`config.mk`:
```
export PLATFORM = sky130hd
export DESIGN_NAME = sep_dev_flat
export DESIGN_NICKNAME = d
export VERILOG_FILES = /design/src/core/sep_pkg.sv /design/src/core/sep_link_if.sv /design/src/core/sep_dev.sv /design/src/flat_wrapper.sv
export SDC_FILE = /design/constraint.sdc
export NUM_CORES = 1
export LEC_CHECK = 0
export ABC_AREA = 1
export BUFFER_PORTS_ARGS = -buffer_cell sky130_fd_sc_hd__buf_2
export CAP_MARGIN = 20
export CELL_PAD_IN_SITES_DETAIL_PLACEMENT = 1
export CELL_PAD_IN_SITES_GLOBAL_PLACEMENT = 2
export CORE_UTILIZATION = 33
export CTS_CLUSTER_SIZE = 14
export DETAILED_ROUTE_END_ITERATION = 8
export PLACE_DENSITY_LB_ADDON = 0.1
export SLEW_MARGIN = 0
export SYNTH_ARGS = -nofsm -noshare
export SYNTH_HDL_FRONTEND = slang
export SYNTH_SLANG_ARGS = --single-unit
```
`constraint.sdc`:
```
create_clock -name i_sys_clk -period 2.04 [get_ports i_sys_clk]
set_clock_uncertainty 0.05 [all_clocks]
set_input_delay 0.102 -clock i_sys_clk [delete_from_list [all_inputs] [get_ports i_sys_clk]]
set_output_delay 0.102 -clock i_sys_clk [all_outputs]
set_load 0.01 [all_outputs]
```
`src/core/sep_pkg.sv`:
```
/*
  Shared constants and types for the serial memory front end and its master.
  Assumes one 10 MHz system clock on both ends; the link is sampled, not clocked.
*/
package sep_pkg;
  // System clock and link timing
  localparam int SYS_CLK_NS    = 100;  // System clock period, ns
  localparam int LINK_HALF_NS  = 800;  // Master's serial clock half period, ns
  localparam int LINK_HALF_CYC = (LINK_HALF_NS + SYS_CLK_NS - 1) / SYS_CLK_NS;

  // Framing
  localparam int BYTE_BITS  = 8;  // Bits per field unit
  localparam int ADDR_BYTES = 2;  // Address bytes after an addressed op
  localparam int FIFO_DEPTH = 4;  // Write data buffer depth

  // Instruction codes
  localparam logic [7:0] SET_WRITE_LATCH_CMD   = 8'h06;
  localparam logic [7:0] CLEAR_WRITE_LATCH_CMD = 8'h04;
  localparam logic [7:0] STATUS_FETCH_CMD      = 8'h05;
  localparam logic [7:0] STATUS_STORE_CMD      = 8'h01;
  localparam logic [7:0] ARRAY_READ_CMD        = 8'h03;
  localparam logic [7:0] ARRAY_WRITE_CMD       = 8'h02;
  localparam logic [7:0] ID_PAGE_FETCH_CMD     = 8'h83;
  localparam logic [7:0] ID_PAGE_STORE_CMD     = 8'h82;
  // Lock ops share codes with id page ops; the address tells them apart
  localparam logic [7:0] LOCK_STATE_FETCH_CMD  = ID_PAGE_FETCH_CMD;
  localparam logic [7:0] ID_PAGE_LOCK_CMD      = ID_PAGE_STORE_CMD;

  // Status byte layout
  localparam int STAT_BUSY_BIT = 0;  // busy_flag position
  localparam int STAT_WEL_BIT  = 1;  // write_enable_latch position

  // Link sample vector layout and reset values
  localparam int         LK_SCLK  = 0;
  localparam int         LK_CSN   = 1;
  localparam int         LK_MOSI  = 2;
  localparam int         LK_HOLDN = 3;
  localparam int         LK_W     = 4;
  localparam logic [3:0] LK_RST   = 4'h0;  // Low select at reset shows no fall
  localparam logic       WEL_RST  = 1'b0;  // Latch clear after power-up
  localparam logic [15:0] ADDR_RST = 16'h0000;

  // Device end state, one-hot
  typedef enum logic [5:0] {
    DS_CMD    = 6'b000001,
    DS_ADDR   = 6'b000010,
    DS_WDATA  = 6'b000100,
    DS_RDATA  = 6'b001000,
    DS_LATCH  = 6'b010000,
    DS_IGNORE = 6'b100000
  } sep_dev_st_t;

  // Master end state, one-hot
  typedef enum logic [3:0] {
    HS_IDLE = 4'b0001,
    HS_LOW  = 4'b0010,
    HS_HIGH = 4'b0100,
    HS_GAP  = 4'b1000
  } sep_host_st_t;
endpackage

```
`src/core/sep_link_if.sv`:
```
/*
  Serial link between the master end and the memory front end.
  Assumes the output line idles high through a pull-up when not driven.
*/
`timescale 1ns/1ps
interface sep_link_if;
  logic sclk;       // Serial clock from master
  logic cs_n;       // Select, active low
  logic mosi;       // Data into the memory
  logic hold_n;     // Pause, active low
  logic miso;       // Data out of the memory
  logic miso_oe;    // Memory drives its output
  logic miso_line;  // Resolved line level

  // Pull-up stands in for the floating line
  assign miso_line = miso_oe ? miso : 1'b1;

  modport dev  (input sclk, cs_n, mosi, hold_n, output miso, miso_oe);
  modport host (output sclk, cs_n, mosi, hold_n, input miso_line);
endinterface

```
`src/core/sep_dev.sv`:
```
/*
  Memory side of the serial link: command framing, pause, read shifting and
  write acceptance, plus the write data buffer.
  Assumes a write engine outside that reports busy and completion, serves
  read bytes by address, and drains the buffer.
*/
`timescale 1ns/1ps
////////////////////////////////////////////////////////////////////////////////
module sep_fifo #(
  parameter int WIDTH = 8,
  parameter int DEPTH = 4
) (
  input  wire logic             i_sys_clk,  // System clock
  input  wire logic             i_nrst,     // Async reset, active low
  input  wire logic             i_flush,    // Drop every stored word
  input  wire logic [WIDTH-1:0] i_data,     // Fill side word
  input  wire logic             i_valid,    // Fill side valid
  output logic                  o_ready,    // Room for a word
  output logic      [WIDTH-1:0] o_data,     // Drain side word
  output logic                  o_valid,    // Word available
  input  wire logic             i_ready     // Drain side accepts
);
  localparam int         AW   = (DEPTH > 1) ? $clog2(DEPTH) : 1;
  localparam logic [AW:0] FULL = (AW+1)'(DEPTH);
  localparam logic [AW-1:0] LAST = AW'(DEPTH - 1);

  logic [WIDTH-1:0] mem_q [DEPTH];  // Storage, no reset needed
  logic [AW-1:0]    wr_q;           // Write pointer
  logic [AW-1:0]    rd_q;           // Read pointer
  logic [AW:0]      cnt_q;          // Fill level

  wire push = i_valid & o_ready;
  wire pop  = o_valid & i_ready;

  assign o_ready = (cnt_q != FULL);
  assign o_valid = (cnt_q != '0);
  assign o_data  = mem_q[rd_q];

  // Pointer wrap for any depth
  function automatic logic [AW-1:0] nxt(input logic [AW-1:0] p);
    nxt = (p == LAST) ? '0 : p + 1'b1;
  endfunction

  // Storage write
  always_ff @(posedge i_sys_clk) begin
    if (push) begin
      mem_q[wr_q] <= i_data;
    end
  end

  // Pointers and level
  always_ff @(posedge i_sys_clk or negedge i_nrst) begin
    if (!i_nrst) begin
      wr_q  <= '0;
      rd_q  <= '0;
      cnt_q <= '0;
    end else if (i_flush) begin
      wr_q  <= '0;
      rd_q  <= '0;
      cnt_q <= '0;
    end else begin
      if (push) wr_q <= nxt(wr_q);
      if (pop) rd_q <= nxt(rd_q);
      if (push && !pop) cnt_q <= cnt_q + 1'b1;
      else if (pop && !push) cnt_q <= cnt_q - 1'b1;
    end
  end
endmodule

////////////////////////////////////////////////////////////////////////////////
module sep_dev
  import sep_pkg::*;
#(
  parameter int DEPTH = FIFO_DEPTH
) (
  input  wire logic        i_sys_clk,    // System clock, 10 MHz
  input  wire logic        i_nrst,       // Async reset, active low
  sep_link_if.dev          link,         // Serial link, memory side
  input  wire logic        i_busy,       // busy_flag from write engine
  input  wire logic        i_wr_done,    // Pulse: write cycle finished
  input  wire logic [7:0]  i_rd_data,    // Byte at o_rd_addr
  output logic             o_rd_next,    // Pulse: o_rd_addr changed, or a status byte started
  output logic      [15:0] o_rd_addr,    // Address of byte wanted
  output logic             o_wr_start,   // Pulse: execute buffered write
  output logic             o_wr_drop,    // Pulse: discard buffered write
  output logic      [7:0]  o_wr_cmd,     // Op of the write
  output logic      [15:0] o_wr_addr,    // Start address of the write
  output logic      [7:0]  o_wdat,       // Buffered write byte
  output logic             o_wdat_valid, // Buffered byte available
  input  wire logic        i_wdat_ready, // Engine takes a byte
  output logic             o_wel,        // write_enable_latch
  output logic             o_standby     // Standby power state
);
  logic [LK_W-1:0] s1_q, s2_q, pv_q;  // Sync stages and previous sample
  sep_dev_st_t     st_q, st_d;        // Decoder state
  logic            sel_q;             // Selected after a seen fall
  logic            pause_q;           // Paused
  logic [2:0]      bit_q;             // Bit within byte
  logic [7:0]      sr_q;              // Input shifter
  logic [7:0]      op_q;              // Latched instruction
  logic            abyte_q;           // Second address byte due
  logic            have_q;            // A data byte arrived
  logic            ovf_q;             // Buffer refused a byte
  logic [7:0]      osr_q;             // Output shifter
  logic [2:0]      obit_q;            // Output bit count
  logic            drv_q, miso_q;     // Output driven, output bit
  logic            sent_q;            // A read bit went out this frame
  logic            wel_q, stby_q;
  logic            rd_next_q, wr_start_q, wr_drop_q;
  logic [7:0]      wr_cmd_q;
  logic [15:0]     addr_q, wr_addr_q;
  logic            fifo_rdy;

  // Op decoding used by the decoder
  function automatic logic is_wr_op(input logic [7:0] op);
    is_wr_op = (op == ARRAY_WRITE_CMD) || (op == ID_PAGE_STORE_CMD) ||
               (op == STATUS_STORE_CMD);
  endfunction
  function automatic logic has_addr(input logic [7:0] op);
    has_addr = (op == ARRAY_READ_CMD) || (op == ARRAY_WRITE_CMD) ||
               (op == ID_PAGE_FETCH_CMD) || (op == ID_PAGE_STORE_CMD);
  endfunction

  ////////////////////////////////////////////////////////////////////////////
  // Link sampling; first stage feeds only the second
  wire [LK_W-1:0] raw = {link.hold_n, link.mosi, link.cs_n, link.sclk};
  always_ff @(posedge i_sys_clk or negedge i_nrst) begin
    if (!i_nrst) begin
      s1_q <= LK_RST;
      s2_q <= LK_RST;
      pv_q <= LK_RST;
    end else begin
      s1_q <= raw;
      s2_q <= s1_q;
      pv_q <= s2_q;
    end
  end

  wire sclk    = s2_q[LK_SCLK];
  wire csn     = s2_q[LK_CSN];
  wire holdn   = s2_q[LK_HOLDN];
  wire s_rise  = sclk & ~pv_q[LK_SCLK];
  wire s_fall  = ~sclk & pv_q[LK_SCLK];
  wire cs_fall = ~csn & pv_q[LK_CSN];
  wire end_sel = sel_q & csn;                  // Deselect moment
  wire active  = sel_q & ~csn & ~pause_q;
  wire [7:0] byte_in = {sr_q[6:0], s2_q[LK_MOSI]};
  wire byte_done = s_rise & active & (bit_q == 3'd7);
  wire in_wdata  = (st_q == DS_WDATA);
  wire [7:0] stat = {6'h00, wel_q, i_busy};
  wire [7:0] src  = (op_q == STATUS_FETCH_CMD) ? stat : i_rd_data;
  // Write is judged only here, at deselect
  wire wr_ok  = in_wdata & (bit_q == 3'd0) & have_q & ~ovf_q & wel_q;
  wire wr_bad = in_wdata & ~wr_ok;
  wire lt_ok  = (st_q == DS_LATCH) & (bit_q == 3'd0);
  wire push   = byte_done & in_wdata;

  ////////////////////////////////////////////////////////////////////////////
  // Selection and pause
  always_ff @(posedge i_sys_clk or negedge i_nrst) begin
    if (!i_nrst) begin
      sel_q   <= 1'b0;
      pause_q <= 1'b0;
    end else begin
      if (csn) sel_q <= 1'b0;
      else if (cs_fall) sel_q <= 1'b1;
      if (!sel_q || csn) pause_q <= 1'b0;
      else if (!sclk) pause_q <= ~holdn;
    end
  end

  ////////////////////////////////////////////////////////////////////////////
  // Decoder next state, moved only on a finished byte
  always_comb begin
    st_d = st_q;
    if (byte_done) begin
      case (st_q)
        DS_CMD: begin
          if (i_busy && byte_in != STATUS_FETCH_CMD) st_d = DS_IGNORE;
          else if (byte_in == SET_WRITE_LATCH_CMD ||
                   byte_in == CLEAR_WRITE_LATCH_CMD) st_d = DS_LATCH;
          else if (byte_in == STATUS_FETCH_CMD) st_d = DS_RDATA;
          else if (byte_in == STATUS_STORE_CMD) st_d = DS_WDATA;
          else if (has_addr(byte_in)) st_d = DS_ADDR;
          else st_d = DS_IGNORE;
        end
        DS_ADDR: begin
          if (abyte_q) st_d = is_wr_op(op_q) ? DS_WDATA : DS_RDATA;
        end
        default: st_d = st_q;
      endcase
    end
  end

  ////////////////////////////////////////////////////////////////////////////
  // Input shifting, op, address and data-byte bookkeeping
  always_ff @(posedge i_sys_clk or negedge i_nrst) begin
    if (!i_nrst) begin
      st_q    <= DS_CMD;
      bit_q   <= 3'd0;
      sr_q    <= 8'h00;
      op_q    <= 8'h00;
      abyte_q <= 1'b0;
      addr_q  <= ADDR_RST;
      have_q  <= 1'b0;
      ovf_q   <= 1'b0;
    end else if (!sel_q || csn) begin     // Fresh start each frame
      st_q    <= DS_CMD;
      bit_q   <= 3'd0;
      abyte_q <= 1'b0;
      have_q  <= 1'b0;
      ovf_q   <= 1'b0;
      if (st_q == DS_CMD) addr_q <= ADDR_RST;
    end else if (s_rise && !pause_q) begin  // Frozen while paused
      sr_q  <= byte_in;
      bit_q <= bit_q + 3'd1;
      st_q  <= st_d;
      if (byte_done && st_q == DS_CMD) op_q <= byte_in;
      if (byte_done && st_q == DS_ADDR) begin
        abyte_q <= ~abyte_q;
        if (abyte_q) addr_q[7:0] <= byte_in;
        else addr_q[15:8] <= byte_in;
      end
      if (push) have_q <= 1'b1;
      if (push && !fifo_rdy) ovf_q <= 1'b1;  // Lost byte spoils the write
    end else if (s_fall && active && st_q == DS_RDATA && obit_q == 3'd0 &&
                 op_q != STATUS_FETCH_CMD) begin
      addr_q <= addr_q + 16'h0001;           // Byte taken, move on
    end
  end

  ////////////////////////////////////////////////////////////////////////////
  // Read output: one bit per falling edge while reading
  always_ff @(posedge i_sys_clk or negedge i_nrst) begin
    if (!i_nrst) begin
      osr_q  <= 8'h00;
      obit_q <= 3'd0;
      drv_q  <= 1'b0;
      miso_q <= 1'b0;
      sent_q <= 1'b0;
    end else if (!sel_q || csn) begin
      obit_q <= 3'd0;
      sent_q <= 1'b0;
      drv_q  <= 1'b0;
    end else if (pause_q) begin
      drv_q  <= 1'b0;
    end else if (s_fall && st_q == DS_RDATA) begin
      drv_q  <= 1'b1;
      sent_q <= 1'b1;
      obit_q <= obit_q + 3'd1;
      if (obit_q == 3'd0) begin             // Fresh byte, MSB first
        miso_q <= src[7];
        osr_q  <= {src[6:0], 1'b0};
      end else begin
        miso_q <= osr_q[7];
        osr_q  <= {osr_q[6:0], 1'b0};
      end
    end else if (st_q == DS_RDATA && sent_q) begin  // Also at a byte edge
      drv_q  <= 1'b1;                        // Drive back after a pause
    end
  end

  ////////////////////////////////////////////////////////////////////////////
  // Commit at deselect, write latch, standby and read requests
  always_ff @(posedge i_sys_clk or negedge i_nrst) begin
    if (!i_nrst) begin
      wel_q      <= WEL_RST;
      stby_q     <= 1'b1;
      wr_start_q <= 1'b0;
      wr_drop_q  <= 1'b0;
      wr_cmd_q   <= 8'h00;
      wr_addr_q  <= ADDR_RST;
      rd_next_q  <= 1'b0;
    end else begin
      wr_start_q <= end_sel & wr_ok;
      wr_drop_q  <= end_sel & wr_bad;
      if (end_sel && wr_ok) begin
        wr_cmd_q  <= op_q;
        wr_addr_q <= addr_q;
      end
      // Set beats a completion clear landing in the same cycle
      if (end_sel && lt_ok && op_q == SET_WRITE_LATCH_CMD) wel_q <= 1'b1;
      else if (end_sel && lt_ok) wel_q <= 1'b0;
      else if (i_wr_done) wel_q <= 1'b0;
      stby_q    <= csn & ~i_busy;
      rd_next_q <= (byte_done && st_q == DS_ADDR && abyte_q) ||
                   (s_fall && active && st_q == DS_RDATA && obit_q == 3'd0);
    end
  end

  // Write data buffer; a refused byte marks the frame bad
  sep_fifo #(
    .WIDTH (8),
    .DEPTH (DEPTH)
  ) u_wbuf (
    .i_sys_clk (i_sys_clk),
    .i_nrst    (i_nrst),
    .i_flush   (wr_drop_q),
    .i_data    (byte_in),
    .i_valid   (push),
    .o_ready   (fifo_rdy),
    .o_data    (o_wdat),
    .o_valid   (o_wdat_valid),
    .i_ready   (i_wdat_ready)
  );

  assign link.miso    = miso_q;
  assign link.miso_oe = drv_q;
  assign o_rd_next    = rd_next_q;
  assign o_rd_addr    = addr_q;
  assign o_wr_start   = wr_start_q;
  assign o_wr_drop    = wr_drop_q;
  assign o_wr_cmd     = wr_cmd_q;
  assign o_wr_addr    = wr_addr_q;
  assign o_wel        = wel_q;
  assign o_standby    = stby_q;
endmodule

```
`src/flat_wrapper.sv`:
```
// flat-port wrapper written by rule: the top's interface ports become plain ports
module sep_dev_flat import sep_pkg::*;
#(
  parameter int DEPTH = FIFO_DEPTH
)
  (i_sys_clk, i_nrst, i_busy, i_wr_done, i_rd_data, o_rd_next, o_rd_addr, o_wr_start, o_wr_drop, o_wr_cmd, o_wr_addr, o_wdat, o_wdat_valid, i_wdat_ready, o_wel, o_standby, link_sclk, link_cs_n, link_mosi, link_hold_n, link_miso, link_miso_oe);
  sep_link_if link_i ();
  input  wire logic i_sys_clk;
  input  wire logic i_nrst;
  input  wire logic i_busy;
  input  wire logic i_wr_done;
  input  wire logic [7:0] i_rd_data;
  output logic o_rd_next;
  output logic      [15:0] o_rd_addr;
  output logic o_wr_start;
  output logic o_wr_drop;
  output logic      [7:0] o_wr_cmd;
  output logic      [15:0] o_wr_addr;
  output logic      [7:0] o_wdat;
  output logic o_wdat_valid;
  input  wire logic i_wdat_ready;
  output logic o_wel;
  output logic o_standby;
  input wire logic [$bits(link_i.sclk)-1:0] link_sclk;
  input wire logic [$bits(link_i.cs_n)-1:0] link_cs_n;
  input wire logic [$bits(link_i.mosi)-1:0] link_mosi;
  input wire logic [$bits(link_i.hold_n)-1:0] link_hold_n;
  output wire logic [$bits(link_i.miso)-1:0] link_miso;
  output wire logic [$bits(link_i.miso_oe)-1:0] link_miso_oe;
  assign link_i.sclk = link_sclk;
  assign link_i.cs_n = link_cs_n;
  assign link_i.mosi = link_mosi;
  assign link_i.hold_n = link_hold_n;
  assign link_miso = link_i.miso;
  assign link_miso_oe = link_i.miso_oe;
  sep_dev #(.DEPTH(DEPTH)) u_core (.i_sys_clk(i_sys_clk), .i_nrst(i_nrst), .link(link_i), .i_busy(i_busy), .i_wr_done(i_wr_done), .i_rd_data(i_rd_data), .o_rd_next(o_rd_next), .o_rd_addr(o_rd_addr), .o_wr_start(o_wr_start), .o_wr_drop(o_wr_drop), .o_wr_cmd(o_wr_cmd), .o_wr_addr(o_wr_addr), .o_wdat(o_wdat), .o_wdat_valid(o_wdat_valid), .i_wdat_ready(i_wdat_ready), .o_wel(o_wel), .o_standby(o_standby));
endmodule
```
# Yosys cells after proc, flatten, opt, wreduce, memory -nomap -nowiden
# Memories as Yosys holds them, arrays and structs flattened.
# Index checks and enable logic that the tools add are counted.
# word_totals
ram_bits	32
input_bits	17
wordCells	215
register_bits	105
output_inout_bits	56
memories	1
# mem_list
memory	words	word_bits	read_ports	rd_clocked_by_memory_dff	wr	line	source
u_core.u_wbuf.mem_q	4	8	1	0	1	sep_dev.sv:27	logic [WIDTH-1:0] mem_q [DEPTH];
# op_classes
n_mux	60
eq_ne	31
n_bitwise	30
addsub	7
n_reduce_logical	57
# op_table
op	n
16-bit 2-to-1 mux	5
6-bit 2-to-1 mux	9
8-bit by 3-bit equality test with 1-bit output, second input constant	5
8-bit 2-to-1 mux	4
1-bit 2-to-1 mux	26
8-bit by 2-bit equality test with 1-bit output, second input constant	3
8-bit equality test, second input constant	3
3-bit 2-to-1 mux	8
1-bit bitwise AND	20
2-bit nonzero test	9
1-bit logical AND	17
16-bit by 1-bit adder with 16-bit output, second input constant	1
8-bit by 1-bit equality test with 1-bit output, second input constant	2
8-bit by 3-bit inequality test with 1-bit output, second input constant	2
3-bit nonzero test	5
2-bit 2-to-1 mux	6
6-bit one-hot mux with 2 select lines	1
4-bit AND reduction	3
1-bit inverter	10
2-bit AND reduction	5
3-bit by 1-bit adder with 3-bit output, second input constant	3
3-bit inequality test, second input constant	3
1-bit logical OR	8
6-bit by 1-bit equality test with 1-bit output, second input constant	1
other kinds (17)	26

# Depth between registers and ports, before layout
# depth
ltp_word	13
depth_mapped	11
mapped_depth_nobuf	11

# Hierarchy
# From an unflattened synthesis, not the netlist that was laid out.
# unflattened
hier_cells	683
area_unflattened_um2	6299.8
# by_module_without_submodules
mod	instances	cells_per_inst	area_each_um2	seq_area_each_um2
sep_dev	1	540	4591.9	2429.8
sep_fifo	1	143	1707.9	1136.1

# Worst setup path after synthesis
# OpenSTA, ideal clock, no wires.
# synth_path
path_type	flip-flop to flip-flop
startpoint	reg u_core.bit_q[0]
endpoint	reg u_core.u_wbuf.cnt_q[2]
path_buffers	0
t_required_ns	1.865
slack_ns	0.050
setup_time_ns	0.125
stages_incl_launch_ff	11
arrival_time_ns	1.815
synth_period_minus_slack_ns	1.990
cell_sequence	dfrtp_1 > ha_1 > ha_1 > nand2_1 > nor2_1 > inv_1 > nor2_2 > ha_1 > fa_1 > xor2_1 > o22ai_1
# synth_via
elab_chain_len	7
elab_cells_between_ends	10
cone_classes	1 x eq/ne; 2 x mux; 3 x bitwise; 4 x reduce/logical
# synth_rtl
item	line	source
start: declaration	sep_dev.sv:98	logic [2:0] bit_q;
start signal: assignment	sep_dev.sv:216	bit_q <= bit_q + 3'd1;
3-bit equality test (*)	sep_dev.sv:148	wire byte_done = s_rise & active & (bit_q == 3'd7);
1-bit bitwise AND (*)	sep_dev.sv:148	
1-bit bitwise AND (*)	sep_dev.sv:156	wire push = byte_done & in_wdata;
1-bit bitwise AND (*)	sep_dev.sv:32	wire push = i_valid & o_ready;
1-bit logical AND / 1-bit zero test (equally long branches)	sep_dev.sv:64, sep_dev.sv:65	
3-bit 2-to-1 mux / 1-bit logical AND (equally long branches)	sep_dev.sv:64, sep_dev.sv:65	
3-bit 2-to-1 mux / 3-bit nonzero test (equally long branches)	-	
end signal: assignment	sep_dev.sv:64	if (push && !pop) cnt_q <= cnt_q + 1'b1;
end signal: assignment	sep_dev.sv:65	else if (pop && !push) cnt_q <= cnt_q - 1'b1;
end: declaration	sep_dev.sv:30	logic [AW:0] cnt_q;
# Every way passes the cells marked *; elsewhere a longest branch is shown, timed or not.
# A chain may end at the register's enable or synchronous reset.

# Worst setup path after layout
# layout_path
startpoint	reg u_core.bit_q[0]
endpoint	reg u_core.u_wbuf.cnt_q[1]
# Same word-level chain as after synthesis.

==> out/qor.yml <==
setup-violations-final: 0
syn_area_per_cell_um2: 9.35
maxSlewHeadroom_pct: 59.0
pin_count: 73
insertion_delay_ns: 0.43
synth_ff_type: "dfrtp_1"
antenna_cells: 0
leakagePower_uw: 0.00369
crit_chain: "ha_2 -> ha_4 -> nand2_4 -> nor2_4 -> inv_2 -> nor2_4 -> ha_2 -> fa_2 -> o22ai_2"
die_x_um: 139
grt_pass1_vias: 5326
min_period_over_period_pct: 95.8
clk_pin_slew_worst_paths_ns: 0.06
fin_cells: 1030
whs_path_depth: 5
synthesis.nets: 689
ys_seq_elements: 136
cts-buffers-inserted: 17
clock_sinks: 136
postLayoutSetupSlackWorst_ns: 0.0863
critPathSlowestCell: "fa_2"
fmax_mhz: 512
whs_endpoint: "u_core.osr_q[2]"
worst_ep_arrival_time_ns: 2.21
core.rowCount: 49
core_mm2: 0.0181
worstSetupEndpointType: "flip-flop"
syn-instance-count: 659
ir_drop_mv: 0.602
r2r-start: "u_core.bit_q[0]"
synth_area_mm2: 0.00616
tns_ns: 0
post-dp-hpwl_um: 12000
utilization_pct: 43.1
finalCriticalPeriod_ns: 1.95
port_buffers: 72
multi_input_area_mm2: 0.00229
slew_viol_final: 0
total_power_uw: 6400
startpoint_type: "flip-flop"
root_buffer: "clkbuf_16"
wl_per_cell_um: 16.1
antenna_found_initial: 0
violations: "DRC"
yosysUniqueCellTypes: 44
area_growth_pct: 27.0
clk_path_buf_depth: 2
die_y_um: 139
crit_type: "reg2reg"
fillers: 2079
vias: 5001
cp.required_ns: 2.30
worstHoldPathType: "in2reg"
cp_num_buf_inv: 1
slowest_delay_ns: 0.53
grt_overflow: 0
grt_usage_pct: 18.4
viasPerCell: 4.86
crit_family: "adder cells"
routed_wl_um: 16600
antenna_left: 0
synth-edff-count: 32
drv_cap: 0
drive_gt1_share_pct: 24.2
grt_start_max_net_pins: 105
dp_slack_ns: -0.0671
grt_pass1_wl_um: 27700
finalHoldViolCount: 0
die_area_mm2: 0.0192
start_util_pct: 34.0
powerDensity_mw_per_mm2: 818
dp.cells: 973
rr_worst_depth: 9
min-delay-start: "i_rd_data[1]"
ys_async_sr_fraction_pct: 76.5
dr.pass1.iters: 6
yosysWarnings: 0
drt_iter0_drc: 181
worst_pin_slew_ns: 0.615
rrSetupSlack_ns: 0.09
htreeDepth: 4
status: "finished with violations"
tritoncts: "done"
synth-seq-area-share_pct: 57.8
r2r_end: "u_core.u_wbuf.cnt_q[1]"
gp_congestion: 0.780
fin_nets: 818
crit_fanout: 2
cp.depth: 9
drcViolationCount: 6
seq_area_mm2: 0.00357
## state kept, by name, summed over array words and instances (netlist names), 2 cells and up
name / flops
u_core.o_wr_cmd: 8
u_core.op_q: 8
u_core.osr_q: 7
u_core.sr_q: 7
u_core.s2_q: 4
u_core.o_wr_addr: 16
u_core.u_wbuf.cnt_q: 3
u_core.u_wbuf.mem_q: 32
u_core.u_wbuf.wr_q: 2
u_core.bit_q: 3
u_core.st_q: 6
u_core.u_wbuf.rd_q: 2
u_core.o_rd_addr: 16
u_core.s1_q: 4
u_core.pv_q: 2
u_core.obit_q: 3
## per-stage QoR
stage / hold WS [ns] / instance area [µm²]
2_1_floorplan: -0.244 / 6160
3_3_place_gp: 0.161 / 6980
3_5_place_dp: 0.161 / 6980
4_1_cts: 0.00686 / 7730
5_1_grt: 0.0421 / 7830
6_report: 0.0197 / 7830
## worst register-to-register path, cell delays in order, from the launching register on
cell and delay [ns]:
dfrtp_1 0.39, ha_2 0.20, ha_4 0.17, nand2_4 0.07, nor2_4 0.04, inv_2 0.08, nor2_4 0.04, ha_2 0.21
fa_2 0.53, o22ai_2 0.07
## routing by layer
layer	wire, µm	vias to the layer above	track usage [%]	share of wire (%)
met4	354	0	6.61	2.1
met5	0	-	0	0
met3	495	25	4.18	3.0
met2	8130	65	31.3	49
met1	7640	2466	22.8	46
li1	-	2445	-	-
## cell families after synthesis
logic type	Yosys count	synth area share, %
and+or+nand+nor	270	19.2
AOI/OAI and AO/OA	143	13.5
DFF	136	57.8
buffers and inverters	93	6.15
adders and majority gates	13	2.76
xor gates and xnor gates	3	0.426
muxes	1	0.162
## layout by cell type (no fill, tap or decap), drive strengths merged, types with 2 or more instances in the layout
master / n
nor2: 58
dfrtp: 102
dfstp: 2
inv: 82
a2bb2oi: 5
clkinv: 5
clkbuf: 20
xnor2: 2
o22ai: 11
a21oi: 13
nand3: 36
clkinvlp: 3
o21ai: 97
nor3: 6
nand3b: 2
a21boi: 5
a31oi: 3
dlygate4sd3: 14
nor4: 3
buf: 111
o21a: 2
ha: 12
nand2: 158
nand4: 6
a22oi: 2
edfxtp: 32
## cell usage after synthesis (9+ instances only)
cell type / n / area (µm²)
a21oi_1: 13 / 65.1
clkbuf_1: 10 / 37.5
dfrtp_1: 102 / 2550
edfxtp_1: 32 / 961
ha_1: 12 / 150
inv_1: 71 / 267
nand2_1: 153 / 574
nand3_1: 31 / 155
nor2_1: 52 / 195
o21ai_0: 80 / 400
o21ai_2: 9 / 78.8
o22ai_1: 11 / 68.8
## timing repair
action / 4_1_cts / 5_1_grt
hold buffers: 14 / 0
pin swaps: 2 / 7
endpoints found under the setup margin: 2 / 45
buffers inserted: 7 / 4
endpoints found under the hold margin: 115 / 0
gates resized for setup: 2 / 18
## power by group
part	switching (µW)	internal (µW)
clock network	1260	1670
logic	338	191
registers	84.5	2860
## cell type report
cell class	count	share of cell area, %
well taps	229	3.66
repair buffers	125	10.6
clock inverters	12	1.17
multi-input cells	430	29.2
clock buffers	20	5.98
flip-flops and latches	136	45.6
inverters	78	3.74
## how the worst max path moves through the flow
stage                                  end             from  slack [ns]
finish              u_core.u_wbuf.cnt_q[1]  u_core.bit_q[0]        0.09
global route        u_core.u_wbuf.cnt_q[1]   u_core.pause_q       -0.02
CTS                 u_core.u_wbuf.cnt_q[1]   u_core.pause_q       0.005
detailed placement  u_core.u_wbuf.cnt_q[2]  u_core.bit_q[0]       -0.07
global placement    u_core.u_wbuf.cnt_q[2]  u_core.bit_q[0]       -0.03
floorplan           u_core.u_wbuf.cnt_q[2]  u_core.bit_q[0]        0.05
Power figures use the tool's default switching activity.
